### src/include/rail_fault_pkg.sv
// Constants, types and register map of the rail fault sharing block
// What this block does
// - Shared alarm pin is only pulled low or released; pull-up makes high
// - Low on the shared alarm pin means fault, high means no fault
// - Alarm pin is both output (pull low) and input (sensed low)
// - Pin held low by another party shuts channels per response setting
// - Per-channel response enable turns channel off on shared fault
// - Per-channel propagate enable pulls the alarm pin low on local fault
// - After reset all response and propagate enables are set
// - Default enables: fault on any channel shuts down every channel
// - Propagate cleared: only the faulting channel turns off
// - Channel off by own fault turns back on after the retry period
// - Response cleared: channel stays on while others fault
// - Response and propagate are programmable per channel
package rail_fault_pkg;

    // Sizes
    localparam int NUM_CH  = 4;
    localparam int AW      = 8;
    localparam int RETRY_W = 16;

    // Register byte addresses
    localparam logic [AW-1:0] ADDR_CFG    = 8'h00;
    localparam logic [AW-1:0] ADDR_RUN    = 8'h04;
    localparam logic [AW-1:0] ADDR_RETRY  = 8'h08;
    localparam logic [AW-1:0] ADDR_STATUS = 8'h0c;
    localparam logic [AW-1:0] ADDR_FAULTS = 8'h10;

    // Field positions
    localparam int CFG_RESP_LSB  = 0;
    localparam int CFG_PROP_LSB  = 4;
    localparam int ST_EN_LSB     = 0;
    localparam int ST_OWN_LSB    = 4;
    localparam int ST_SHR_LSB    = 8;
    localparam int ST_LINE_BIT   = 12;
    localparam int ST_DRIVE_BIT  = 13;
    localparam int FLT_LOCAL_LSB = 0;
    localparam int FLT_EXT_BIT   = 4;

    // Reset values
    localparam logic [NUM_CH-1:0]  RESP_RST  = 4'hf;
    localparam logic [NUM_CH-1:0]  PROP_RST  = 4'hf;
    localparam logic [NUM_CH-1:0]  RUN_RST   = 4'hf;
    localparam logic [RETRY_W-1:0] RETRY_RST = 16'h0100;

    // Cycles the own-drive mask is stretched to cover the synchroniser
    localparam int MASK_LEN = 4;

    // APB request from the master
    typedef struct packed {
        logic          psel;
        logic          penable;
        logic          pwrite;
        logic [AW-1:0] paddr;
        logic [31:0]   pwdata;
    } apb_req_t;

endpackage

### src/logic/fault_chan_cell.sv
// One channel of the fault sharing logic: power state and retry timer
`timescale 1ns/1ps
module fault_chan_cell #(
    parameter int RW = 16
) (
    // Clock and reset
    input  wire logic          clk,
    input  wire logic          resetn,
    // Configuration
    input  wire logic          run,
    input  wire logic          resp_en,
    input  wire logic          prop_en,
    input  wire logic [RW-1:0] retry_len,
    // Fault inputs
    input  wire logic          local_fault,
    input  wire logic          ext_fault,
    // State
    output logic               chan_on,
    output logic               own_off,
    output logic               shared_off,
    output logic               drive
);
    typedef enum logic [1:0] {ST_IDLE, ST_ON, ST_OWN, ST_SHARED} chan_state_t;

    chan_state_t   state_r;
    chan_state_t   state_nxt;
    logic [RW-1:0] cnt_r;

    // Own fault has priority over a shared one
    always_comb begin
        state_nxt = state_r;
        case (state_r)
            ST_IDLE: begin
                if (run) state_nxt = ST_ON;
            end
            ST_ON: begin
                if (!run) state_nxt = ST_IDLE;
                else if (local_fault) state_nxt = ST_OWN;
                else if (ext_fault && resp_en) state_nxt = ST_SHARED;
            end
            ST_OWN: begin
                if (!run) state_nxt = ST_IDLE;
                else if (cnt_r == '0) state_nxt = ST_ON;
            end
            ST_SHARED: begin
                if (!run) state_nxt = ST_IDLE;
                else if (local_fault) state_nxt = ST_OWN;
                else if (!ext_fault || !resp_en) state_nxt = ST_ON;
            end
            default: state_nxt = ST_IDLE;
        endcase
    end

    always_ff @(posedge clk or negedge resetn) begin
        if (!resetn) state_r <= ST_IDLE;
        else         state_r <= state_nxt;
    end

    // Retry timer loads on entry to the own-fault state
    always_ff @(posedge clk or negedge resetn) begin
        if (!resetn) begin
            cnt_r <= '0;
        end else if (state_r != ST_OWN && state_nxt == ST_OWN) begin
            cnt_r <= retry_len;
        end else if (state_r == ST_OWN && cnt_r != '0) begin
            cnt_r <= cnt_r - 1'b1;
        end
    end

    assign chan_on    = (state_r == ST_ON);
    assign own_off    = (state_r == ST_OWN);
    assign shared_off = (state_r == ST_SHARED);
    assign drive      = own_off && prop_en;
endmodule // fault_chan_cell

### src/logic/rail_fault_sharing.sv
// Top of the rail fault sharing block: APB registers, alarm pin, channels
`timescale 1ns/1ps
module rail_fault_sharing #(
    parameter int RW = rail_fault_pkg::RETRY_W
) (
    // Clock and reset
    input  wire logic                              clk,
    input  wire logic                              resetn,
    // APB slave
    input  wire rail_fault_pkg::apb_req_t          apb_req,
    output logic [31:0]                            prdata,
    output logic                                   pready,
    output logic                                   pslverr,
    // Local fault detection, same clock domain
    input  wire logic [rail_fault_pkg::NUM_CH-1:0] chan_fault,
    // Channel power enables
    output logic [rail_fault_pkg::NUM_CH-1:0]      chan_en,
    // Shared alarm pin, open drain, active low
    input  wire logic                              alarm_in,
    output logic                                   alarm_out,
    output logic                                   alarm_oe
);
    import rail_fault_pkg::*;

    logic [NUM_CH-1:0]   resp_en_r;
    logic [NUM_CH-1:0]   prop_en_r;
    logic [NUM_CH-1:0]   run_r;
    logic [RW-1:0]       retry_r;
    logic [NUM_CH-1:0]   flt_seen_r;
    logic                ext_seen_r;
    logic                alarm_meta_r;
    logic                alarm_sync_r;
    logic [MASK_LEN-1:0] drive_hist_r;

    logic [NUM_CH-1:0]   cell_on;
    logic [NUM_CH-1:0]   cell_own;
    logic [NUM_CH-1:0]   cell_shr;
    logic [NUM_CH-1:0]   cell_drive;
    logic [NUM_CH-1:0]   cell_ext;

    logic                acc;
    logic                commit;
    logic                wr_hit;
    logic                hit;
    logic [31:0]         rd_data;
    logic                line_low;
    logic                self_masked;
    logic                ext_line;
    logic [NUM_CH-1:0]   flt_clr;
    logic                ext_clr;

    // APB handshake: one wait state, so every answer comes from a flop
    assign acc    = apb_req.psel && apb_req.penable;
    assign commit = acc && pready;
    assign wr_hit = commit && apb_req.pwrite && hit;

    always_comb begin
        rd_data = 32'h0;
        hit     = 1'b1;
        if (apb_req.paddr == ADDR_CFG) begin
            rd_data[CFG_RESP_LSB +: NUM_CH] = resp_en_r;
            rd_data[CFG_PROP_LSB +: NUM_CH] = prop_en_r;
        end else if (apb_req.paddr == ADDR_RUN) begin
            rd_data[NUM_CH-1:0] = run_r;
        end else if (apb_req.paddr == ADDR_RETRY) begin
            rd_data[RW-1:0] = retry_r;
        end else if (apb_req.paddr == ADDR_STATUS) begin
            rd_data[ST_EN_LSB +: NUM_CH]  = chan_en;
            rd_data[ST_OWN_LSB +: NUM_CH] = cell_own;
            rd_data[ST_SHR_LSB +: NUM_CH] = cell_shr;
            rd_data[ST_LINE_BIT]          = line_low;
            rd_data[ST_DRIVE_BIT]         = alarm_oe;
        end else if (apb_req.paddr == ADDR_FAULTS) begin
            rd_data[FLT_LOCAL_LSB +: NUM_CH] = flt_seen_r;
            rd_data[FLT_EXT_BIT]             = ext_seen_r;
        end else begin
            hit = 1'b0;
        end
    end

    always_ff @(posedge clk or negedge resetn) begin
        if (!resetn) begin
            pready  <= 1'b0;
            pslverr <= 1'b0;
            prdata  <= 32'h0;
        end else if (acc && !pready) begin
            pready  <= 1'b1;
            pslverr <= !hit;
            prdata  <= apb_req.pwrite ? 32'h0 : rd_data;
        end else begin
            pready  <= 1'b0;
            pslverr <= 1'b0;
            prdata  <= 32'h0;
        end
    end

    // Configuration registers
    always_ff @(posedge clk or negedge resetn) begin
        if (!resetn) begin
            resp_en_r <= RESP_RST;
            prop_en_r <= PROP_RST;
        end else if (wr_hit && apb_req.paddr == ADDR_CFG) begin
            resp_en_r <= apb_req.pwdata[CFG_RESP_LSB +: NUM_CH];
            prop_en_r <= apb_req.pwdata[CFG_PROP_LSB +: NUM_CH];
        end
    end

    always_ff @(posedge clk or negedge resetn) begin
        if (!resetn) begin
            run_r <= RUN_RST;
        end else if (wr_hit && apb_req.paddr == ADDR_RUN) begin
            run_r <= apb_req.pwdata[NUM_CH-1:0];
        end
    end

    always_ff @(posedge clk or negedge resetn) begin
        if (!resetn) begin
            retry_r <= RW'(RETRY_RST);
        end else if (wr_hit && apb_req.paddr == ADDR_RETRY) begin
            retry_r <= apb_req.pwdata[RW-1:0];
        end
    end

    // Sticky fault record, write one to clear; a new event beats the clear
    assign flt_clr = (wr_hit && apb_req.paddr == ADDR_FAULTS) ?
                     apb_req.pwdata[FLT_LOCAL_LSB +: NUM_CH] : '0;
    assign ext_clr = wr_hit && apb_req.paddr == ADDR_FAULTS && apb_req.pwdata[FLT_EXT_BIT];

    always_ff @(posedge clk or negedge resetn) begin
        if (!resetn) begin
            flt_seen_r <= '0;
            ext_seen_r <= 1'b0;
        end else begin
            flt_seen_r <= (flt_seen_r & ~flt_clr) | chan_fault;
            ext_seen_r <= (ext_seen_r && !ext_clr) || ext_line;
        end
    end

    // Alarm pin input: released level is high, so reset to high
    always_ff @(posedge clk or negedge resetn) begin
        if (!resetn) begin
            alarm_meta_r <= 1'b1;
            alarm_sync_r <= 1'b1;
        end else begin
            alarm_meta_r <= alarm_in;
            alarm_sync_r <= alarm_meta_r;
        end
    end

    assign line_low = !alarm_sync_r;

    // While this device pulls the pin, a peer's pull cannot be told apart
    // from our own; the mask covers the drive flop plus the synchroniser.
    always_ff @(posedge clk or negedge resetn) begin
        if (!resetn) drive_hist_r <= '0;
        else         drive_hist_r <= {drive_hist_r[MASK_LEN-2:0], |cell_drive};
    end

    assign self_masked = (|cell_drive) || (|drive_hist_r);
    assign ext_line    = line_low && !self_masked;

    // Pin output: open drain, data fixed low, enable pulls the wire
    always_ff @(posedge clk or negedge resetn) begin
        if (!resetn) begin
            alarm_out <= 1'b0;
            alarm_oe  <= 1'b0;
        end else begin
            alarm_out <= 1'b0;
            alarm_oe  <= |cell_drive;
        end
    end

    always_ff @(posedge clk or negedge resetn) begin
        if (!resetn) chan_en <= '0;
        else         chan_en <= cell_on;
    end

    // Channels: a fault from a sibling is seen at once, a peer's via the pin
    for (genvar i = 0; i < NUM_CH; i++) begin : g_ch
        localparam logic [NUM_CH-1:0] SELF = NUM_CH'(1) << i;

        assign cell_ext[i] = (|(cell_drive & ~SELF)) || ext_line;

        fault_chan_cell #(
            .RW (RW)
        ) u_cell (
            .clk         (clk),
            .resetn      (resetn),
            .run         (run_r[i]),
            .resp_en     (resp_en_r[i]),
            .prop_en     (prop_en_r[i]),
            .retry_len   (retry_r),
            .local_fault (chan_fault[i]),
            .ext_fault   (cell_ext[i]),
            .chan_on     (cell_on[i]),
            .own_off     (cell_own[i]),
            .shared_off  (cell_shr[i]),
            .drive       (cell_drive[i])
        );
    end
endmodule // rail_fault_sharing

### config.mk
export PLATFORM = sky130hd
export DESIGN_NAME = rail_fault_sharing
export DESIGN_NICKNAME = d
export VERILOG_FILES = /design/src/include/rail_fault_pkg.sv /design/src/logic/fault_chan_cell.sv /design/src/logic/rail_fault_sharing.sv
export SDC_FILE = /design/constraint.sdc
export NUM_CORES = 1
export LEC_CHECK = 0
export BUFFER_PORTS_ARGS = -buffer_cell sky130_fd_sc_hd__buf_2
export CORE_UTILIZATION = 29
export DETAILED_ROUTE_END_ITERATION = 8
export RECOVER_POWER = 100
export SKIP_CTS_REPAIR_TIMING = 1
export SYNTH_ARGS = -nofsm -noshare
export SYNTH_HDL_FRONTEND = slang
export SYNTH_HIERARCHICAL = 1
export SYNTH_SLANG_ARGS = --single-unit
export TNS_END_PERCENT = 1
### constraint.sdc
create_clock -name clk -period 2.15 [get_ports clk]
set_clock_uncertainty 0.15 [all_clocks]
set_input_delay 0.1075 -clock clk [delete_from_list [all_inputs] [get_ports clk]]
set_output_delay 0.1075 -clock clk [all_outputs]
set_load 0.05 [all_outputs]
==> flow_summary_export.csv, run 1 <==
group,metric,value,unit
outcome,status,"finished with violations",
outcome,failed_checks,"negative setup slack",
setup_path,crit_start,"g_ch[1].u_cell/cnt_r[13]",
floorplan,io_pins,90,
global_route,grt_max_degree,56,
cells_and_area,mostFrequentLayoutCell,"dfrtp_1",
logic_synthesis,synth_edf_count,0,
clock_network,cts_buffer_depth,2,
cells_and_area,diodes,0,
cells_and_area,drive_gt1_share,27.54,%
setup_path,cp-start-kind,"flip-flop",
logic_synthesis,synthSimpleGateAreaFrac,23.75,%
global_route,antenna_found_initial,0,
cells_and_area,layout_common_cells,"dfrtp_1, buf_4, nand2_1",
logic_synthesis,syn_area,7186,um^2
logic_synthesis,synth_xor_area_share,0.4876,%
sta,setup_viol,36,
setup_path,r2r_start,"g_ch[1].u_cell/cnt_r[13]",
global_route,grt-ovfl-total,0,
logic_synthesis,synth_ff_type,"dfrtp_1",
power,power_density,615.7,nW/um^2
clock_network,cts_made_buffers,17,
setup_path,reg2reg_depth,6,
placed_design,placed_cell_area,8478,um^2
global_route,first_global_vias,5843,
logic_synthesis,synth_compound_area_share,15.60,%
hold_path,hold_depth,3,
drt,num_vias,6148,
flow_run,cap_violations,0,
sta,setup_ws,-0.1578,ns
logic_synthesis,async_flop_share,100.0,%
floorplan,coreArea,24320,um^2
sta,tns,-2.952,ns
cells_and_area,final_cell_area,9286,um^2
logic_synthesis,yosysSeqAreaShare,46.58,%
drt,drc,0,
setup_path,regToRegSetupSlack,-0.16,ns
setup_path,cp.arrival,2.47,ns
cells_and_area,final_util,38.18,%
floorplan,die_w,159.4,um
hold_path,hold_start,"apb_req[35]",
clock_network,htreeDepth,4,
logic_synthesis,ys_ff_latch,133,
clock_network,clock_sink_count,133,
setup_path,cp_max_fo,13,
setup_path,crit_type,"flip-flop to flip-flop",
placed_design,place.gp.congestion,0.8517,
sta,hold_violations,0,
setup_path,crit_required,2.31,ns
logic_synthesis,synthMuxAreaShare,7.627,%
hold_path,hp-class,"input pin to flip-flop",
logic_synthesis,synth_warnings,6,
logic_synthesis,synth_top_family_by_area,"simple AND/OR/NAND/NOR gates",
logic_synthesis,synthDistinctLibCells,70,
sta,slew_headroom,5.536,%
power,ir_worst_vdd,0.4763,mV
global_route,grt_usage,16.42,%
drt,ant_nets,0,
placed_design,numPortBuffers,56,
logic_synthesis,avgSynthCellArea,10.16,um^2
logic_synthesis,synth_cells,707,
floorplan,initial_core_util,29.55,%
drt,avgViaCountPerCell,5.007,
floorplan,rows,57,
sta,finalMaxSlewViolations,0,
logic_synthesis,yosys.area_share.adder,1.219,%
clock_network,tritoncts,"done",
drt,wl_per_cell,16.63,um
power,total_power,5.717,mW
setup_path,crit_path_end_kind,"flip-flop",
power,p_leak,3.847,nW
cells_and_area,nets,948,
sta,period_minus_slack,2.308,ns
drt,drt-initial-drc-count,415,
floorplan,dieArea,25410,um^2
clock_network,insertion_delay,0.42,ns
sta,rsz0062_at_grt,"true",
clock_network,cts_root_buf,"clkbuf_16",
sta,tightestPinTransition,1.417,ns
placed_design,place_hpwl,14.37,mm
floorplan,die-height,159.4,um
cells_and_area,synthToLayoutAreaGrowth,29.24,%
drt,first_pass_iters,5,
clock_network,clk_pin_slew,0.06,ns
sta,fmax,433.3,MHz
global_route,grt_pass1_wl,32.25,mm
drt,drt_wl_total,20.42,mm
sta,timing.final.crit_share,107.3,%
-- where the power goes --
part	switching (mW)	leakage, nW	internal (mW)	total (mW)
registers	0.00815	1.53	2.51	2.52
clock network	1.12	0.284	1.79	2.92
logic	0.191	2.03	0.0853	0.276
total	1.32	3.85	4.39	5.72
-- final cells by class --
| type | instances | area [um^2] |
|---|---|---|
| clock buffer | 20 | 466.7 |
| clock inverter | 12 | 127.6 |
| fill | 2440 | 15030 |
| inverter | 15 | 56.30 |
| multi-input combinational | 533 | 3552 |
| sequential | 133 | 3347 |
| tap | 324 | 405.4 |
| timing repair buffer | 191 | 1331 |
-- worst paths after layout --
check,end
worst max-delay path,g_ch[1].u_cell/cnt_r[2]
worst min-delay path,pslverr
worst max register to register,g_ch[1].u_cell/cnt_r[2]
worst min register to register,alarm_sync_r
max in group asynchronous,run_r[2]
min in group asynchronous,prdata[12]
-- kinds of logic (layout without fill, tap and decap cells) --
logic type	count (synthesis)	after routing
other	1	17
buffers and inverters	57	238
adders and majority gates	7	7
DFF	133	133
xor gates and xnor gates	4	4
AOI/OAI and AO/OA	150	150
and+or+nand+nor	304	304
muxes	51	51
-- state kept, by name, indices dropped and copies added (netlist names), 4 cells and up --
register / flops
resp_en_r: 4
g_ch.u_cell/state_r: 8
run_r: 4
prdata: 16
drive_hist_r: 4
prop_en_r: 4
retry_r: 16
g_ch.u_cell/cnt_r: 64
flt_seen_r: 4
chan_en: 4
-- stage by stage --
step | std cells | hold slack, ns | worst slack [ns]
after floorplan | 723 | -0.3381 | -0.1777
after global placement | 1162 | -0.03334 | -0.1553
after detailed placement | 1162 | -0.02730 | -0.1826
after CTS | 1194 | -0.4789 | -0.2024
after global routing | 1228 | 0.04072 | -0.2306
final | 1228 | 0.01498 | -0.1578
-- metal layers --
metal,part of all wire [%],up-vias,GRT usage [%],routed length [um]
li1,-,2960,-,-
met1,48,3035,22.60,9832
met2,47,132,26.10,9617
met3,3.3,21,3.126,676
met4,1.5,0,4.939,297
met5,0,-,0,0
-- synthesized netlist by cell type (all sizes together) (14+ instances only) --
cell type  count  share of area [%]
nor2          35                1.8
nor4          15                1.7
mux2          30                4.7
nand3         34                2.4
mux2i         21                2.9
inv           15               0.78
o21ai         34                2.4
a21oi         26                1.8
nand2         83                4.3
clkbuf        14               0.73
or4           15                1.9
o211ai        21                2.2
a21o          16                1.7
dfrtp        118                 41
buf           28                3.2
dfstp         15                5.5
nor3          26                2.2
or3           18                1.6
-- critical path, stage by stage, from the launching register on --
cell and delay, ns:
dfrtp_1 0.37, or4_4 0.55, or3b_4 0.45, o31ai_4 0.24, buf_12 0.17, mux2i_1 0.07, a21o_1 0.20
No activity file was read; power rests on OpenSTA's default activity.
==> run 2: changes to the inputs <==
Settings changed: CORE_MARGIN set to 4.
==> run 2 against run 1 <==
Compared with the run above: the flow finishes with violations (negative hold slack, negative setup slack); first-iteration DRC count is 3.4% higher; critical path depth is 1 higher; total power is 3.8% lower; clock power is 7.5% lower; cell count is 0.33% lower; critical path type unchanged.
==> flow_summary_export.csv, run 2 (synthesis gave the netlist of run 1 again) <==
group,metric,value,unit
cells_and_area,drive_gt1_share,28.78,%
power,p_leak,3.877,nW
drt,drt-initial-drc-count,429,
clock_network,cts_root_buf,"clkbuf_16",
cells_and_area,synthToLayoutAreaGrowth,29.90,%
drt,avgViaCountPerCell,5.029,
global_route,antenna_found_initial,0,
global_route,first_global_vias,5774,
floorplan,coreArea,24320,um^2
sta,setup_ws,-0.1449,ns
drt,ant_nets,0,
floorplan,die-height,165.4,um
setup_path,crit_required,2.30,ns
placed_design,place_hpwl,14.44,mm
setup_path,cp.arrival,2.45,ns
setup_path,crit_path_end_kind,"flip-flop",
global_route,grt-ovfl-total,0,
placed_design,dpl.cell_count,1160,
clock_network,cts_buffer_depth,2,
hold_path,hp-class,"input pin to flip-flop",
floorplan,io_pins,90,
cells_and_area,mostFrequentLayoutCell,"dfrtp_1",
cells_and_area,diodes,0,
sta,tns,-1.578,ns
clock_network,insertion_delay,0.41,ns
global_route,grt_pass1_wl,31.91,mm
cells_and_area,layout_common_cells,"dfrtp_1, nand2_1, buf_4",
power,p_clk_share,49.1,%
clock_network,htreeDepth,4,
sta,finalMaxSlewViolations,0,
clock_network,clock_sink_count,133,
floorplan,rows,57,
sta,whs,-0.003521,ns
sta,setup_viol,23,
global_route,grt_max_degree,49,
sta,hold_violations,1,
floorplan,initial_core_util,29.55,%
global_route,grt_usage,15.12,%
setup_path,regToRegSetupSlack,-0.14,ns
clock_network,tritoncts,"done",
sta,fmax,435.8,MHz
floorplan,dieArea,27360,um^2
power,p_comb_share,5.1,%
cells_and_area,top_register,"g_ch.u_cell/cnt_r",
power,total_power,5.502,mW
drt,first_pass_iters,5,
placed_design,numPortBuffers,56,
sta,slew_headroom,15.70,%
cells_and_area,instances_no_fill,1224,
drt,drc,0,
power,p_sw,1.254,mW
sta,tightestPinTransition,1.265,ns
drt,drt_wl_total,20.27,mm
cells_and_area,largest_register_ffs,64,
clock_network,cts_made_buffers,17,
drt,num_vias,6155,
outcome,status,"finished with violations",
power,switching_share,22.78,%
floorplan,die_w,165.4,um
power,power_density,589.5,nW/um^2
cells_and_area,nets,944,
cells_and_area,final_cell_area,9334,um^2
sta,period_minus_slack,2.295,ns
setup_path,crit_type,"flip-flop to flip-flop",
clock_network,clk_pin_slew,0.06,ns
drt,wl_per_cell,16.56,um
flow_run,cap_violations,0,
placed_design,placed_cell_area,8463,um^2
outcome,failed_checks,"negative hold slack, negative setup slack",
sta,rsz0062_at_grt,"true",
placed_design,place.gp.congestion,0.8422,
power,intPower,4.249,mW
power,ir_worst_vdd,0.4886,mV
setup_path,cp-start-kind,"flip-flop",
sta,timing.final.crit_share,106.7,%
setup_path,cp_max_fo,5,
power,p_seq_share,45.8,%
cells_and_area,top_regs,"g_ch.u_cell/cnt_r (64), prdata (16), retry_r (16)",
## run 2: cell count changes in the layout (fill, tap and decap cells not counted), sizes merged
cell      delta
buf          -9
bufinv       -1
clkbuf       +9
inv          -1
clkinvlp     -1
clkinv       -1
## run 2: area by class of cell
cell class / instances / area (um^2)
inverter: 15 / 56.30
clock inverter: 8 / 76.32
multi-input combinational: 533 / 3665
sequential: 133 / 3347
tap: 324 / 405.4
clock buffer: 24 / 471.7
fill: 2409 / 14990
timing repair buffer: 187 / 1313
## run 2: worst max-delay path, cell delays in order, from the launching register on
cell and delay (ns):
dfrtp_1 0.38, or4_4 0.54, or3b_4 0.40, o31ai_4 0.23
buf_6 0.17, buf_12 0.12, o21ai_1 0.05, a21o_1 0.14
## run 2: metal layers
| layer | routed length [um] | share of wire (%) | GRT usage, % |
|---|---|---|---|
| met1 | 9631 | 48 | 21.38 |
| met2 | 9521 | 47 | 23.48 |
| met3 | 945 | 4.7 | 3.475 |
| met4 | 174 | 0.86 | 3.825 |
| met5 | 0 | 0 | 0 |
## run 2: power by group through the flow
stage	registers (mW)	clock network, mW	logic, mW
final	2.52	2.70	0.280
after CTS	2.52	2.76	0.253
after floorplan	2.57	0	0.139
after global placement	2.57	0	0.251
after detailed placement	2.57	0	0.253
after global routing	2.52	2.88	0.308
## run 2: worst paths after layout
check,endpoint,startpoint,depth (start not counted)
worst min-delay path,pslverr,apb_req[38],3
max in group asynchronous,prop_en_r[1],resetn,3
worst min register to register,alarm_sync_r,alarm_meta_r,0
worst max-delay path,g_ch[2].u_cell/cnt_r[2],g_ch[2].u_cell/cnt_r[13],7
min in group asynchronous,g_ch[0].u_cell/cnt_r[15],resetn,2
worst max register to register,g_ch[2].u_cell/cnt_r[2],g_ch[2].u_cell/cnt_r[13],7
## run 2: through the flow
step	setup WS (ns)	utilization (%)
final	-0.1449	38.38
after global placement	-0.1761	34.80
after detailed placement	-0.1931	34.80
after global routing	-0.2138	38.38
after floorplan	-0.1777	-
after CTS	-0.2029	37.05
==> run 3: changes to the inputs <==
Settings changed: CORE_MARGIN 4 to 5.
==> run 3 against run 2 <==
Compared with the run above: the run still ends with negative hold slack, negative setup slack left; via count is 1.2% lower; first-iteration DRC count is 9.3% lower; register-to-register slack hardly changed; core utilization hardly changed; sequential share of layout area is 0.068 points lower; sequential power hardly changed; routed wire length hardly changed; largest cell class unchanged; global-route usage is 0.85 points lower.
==> flow_summary_export.csv, run 3 (synthesis gave the netlist of run 1 again) <==
group,metric,value,unit
outcome,status,"finished with violations",
outcome,failed_checks,"negative hold slack, negative setup slack",
floorplan,dieArea,28030,um^2
sta,hold_violations,1,
power,p_leak,3.900,nW
drt,first_pass_iters,5,
power,p_seq_share,42.7,%
placed_design,place.gp.congestion,0.8327,
sta,whs,-0.02598,ns
cells_and_area,largest_register_ffs,64,
setup_path,crit_required,2.31,ns
cells_and_area,nets,943,
floorplan,rows,57,
clock_network,cts_root_buf,"clkbuf_16",
placed_design,place_hpwl,14.39,mm
drt,avgViaCountPerCell,4.973,
power,ir_worst_vdd,0.4606,mV
placed_design,numPortBuffers,56,
clock_network,tritoncts,"done",
global_route,grt_pass1_wl,31.86,mm
setup_path,cp.buffers_inverters,1,
global_route,antenna_found_initial,0,
clock_network,cts_made_buffers,17,
setup_path,crit_family,"simple AND/OR/NAND/NOR gates",
drt,top_layer,"met4",
sta,setup_viol,36,
drt,ant_nets,0,
sta,slew_headroom,17.06,%
global_route,grt_usage,14.28,%
clock_network,insertion_delay,0.42,ns
drt,drc,0,
power,p_clk_share,52.6,%
setup_path,cp_max_fo,3,
flow_run,cap_violations,0,
floorplan,io_pins,90,
sta,setup_ws,-0.1505,ns
drt,drt-initial-drc-count,389,
cells_and_area,final_cell_area,9355,um^2
sta,fmax,434.7,MHz
setup_path,crit_path_top_delay_cell,"or4_4",
floorplan,die-height,167.4,um
sta,finalMaxSlewViolations,0,
cells_and_area,mostFrequentLayoutCell,"dfrtp_1",
setup_path,cp-start-kind,"flip-flop",
cells_and_area,top_register,"g_ch.u_cell/cnt_r",
cells_and_area,layout_common_cells,"dfrtp_1, nand2_1, buf_4",
global_route,grt_max_degree,49,
power,intPower,4.602,mW
global_route,first_global_vias,5983,
cells_and_area,synthToLayoutAreaGrowth,30.19,%
power,p_comb_share,4.7,%
sta,period_minus_slack,2.301,ns
floorplan,initial_core_util,29.46,%
power,p_sw,1.305,mW
setup_path,crit_path_end_kind,"flip-flop",
drt,route.met3.wl,624,um
setup_path,crit_chain,"or4_4, or3b_4, o31ai_4, buf_4, mux2i_1, a21o_1",
sta,tightestPinTransition,1.244,ns
clock_network,clk_pin_slew,0.06,ns
drt,wl_met1,9.041,mm
setup_path,crit_type,"flip-flop to flip-flop",
drt,met2_length,10.16,mm
cells_and_area,top_regs,"g_ch.u_cell/cnt_r (64), prdata (16), retry_r (16)",
drt,num_vias,6082,
clock_network,cts_buffer_depth,2,
power,power_density,631.4,nW/um^2
floorplan,coreArea,24390,um^2
cells_and_area,drive_gt1_share,28.92,%
cells_and_area,diodes,0,
setup_path,cp.arrival,2.46,ns
sta,rsz0062_at_grt,"true",
setup_path,slowest_delay,0.54,ns
floorplan,die_w,167.4,um
clock_network,htreeDepth,4,
global_route,grt-ovfl-total,0,
power,switching_share,22.09,%
sta,timing.final.crit_share,107.0,%
placed_design,placed_cell_area,8471,um^2
drt,wl_per_cell,16.58,um
cells_and_area,final_util,38.36,%
drt,drt_wl_total,20.28,mm
clock_network,clock_sink_count,133,
hold_path,hp-class,"input pin to flip-flop",
-- run 3: cell count changes in the layout (fill, tap and decap cells not counted), sizes merged --
cell	before	now
clkinv	4	5
clkinvlp	3	2
bufinv	1	4
clkbuf	69	64
inv	15	16
-- run 3: power groups by stage --
| stage | Combinational, mW | Clock, mW | Sequential, mW |
|---|---|---|---|
| detailed placement | 0.253 | 0 | 2.57 |
| finish | 0.279 | 3.11 | 2.52 |
| global route | 0.306 | 3.25 | 2.52 |
| global placement | 0.253 | 0 | 2.57 |
| floorplan | 0.139 | 0 | 2.57 |
| CTS | 0.254 | 3.16 | 2.52 |
-- run 3: path summary, 6_finish.rpt --
kind / startpoint / endpoint / slack, ns / depth (start not counted)
worst min register to register: alarm_meta_r / alarm_sync_r / 0.22 / 0
max in group asynchronous: resetn / g_ch[0].u_cell/cnt_r[0] / 0.28 / 3
worst max register to register: g_ch[0].u_cell/cnt_r[10] / g_ch[0].u_cell/cnt_r[2] / -0.15 / 6
worst max-delay path: g_ch[0].u_cell/cnt_r[10] / g_ch[0].u_cell/cnt_r[2] / -0.15 / 6
min in group asynchronous: resetn / g_ch[2].u_cell/cnt_r[10] / 0.33 / 2
worst min-delay path: apb_req[38] / pslverr / -0.03 / 3
-- run 3: area by class of cell --
type / instances / area (um^2)
clock buffer: 20 / 456.7
clock inverter: 12 / 176.4
fill: 2438 / 15040
inverter: 15 / 56.30
multi-input combinational: 533 / 3647
sequential: 133 / 3348
tap: 324 / 405.4
timing repair buffer: 186 / 1265
-- run 3: stage by stage --
stage | cells | power (mW) | TNS (ns) | worst slack, ns
floorplan | 723 | 2.710 | -3.102 | -0.1777
global placement | 1161 | 2.818 | -3.508 | -0.2057
detailed placement | 1161 | 2.818 | -4.283 | -0.2092
CTS | 1193 | 5.931 | -5.238 | -0.2295
global route | 1223 | 6.081 | -7.827 | -0.2209
finish | 1223 | 5.907 | -1.842 | -0.1505
-- run 3: metal layers --
layer	vias to the layer above	global-route usage, %
met5	-	0
met4	0	5.011
met3	29	2.876
met2	123	23.66
met1	2981	18.62
li1	2949	-
-- run 3: worst register-to-register path, delay by kind of cell (launching register included) --
| family | cells | cell delay [ns] |
|---|---|---|
| buffers and inverters | 1 | 0.17 |
| multiplexers | 1 | 0.06 |
| flip-flops | 1 | 0.38 |
| AO/OA/AOI/OAI | 2 | 0.49 |
| AND/OR/NAND/NOR | 2 | 0.95 |
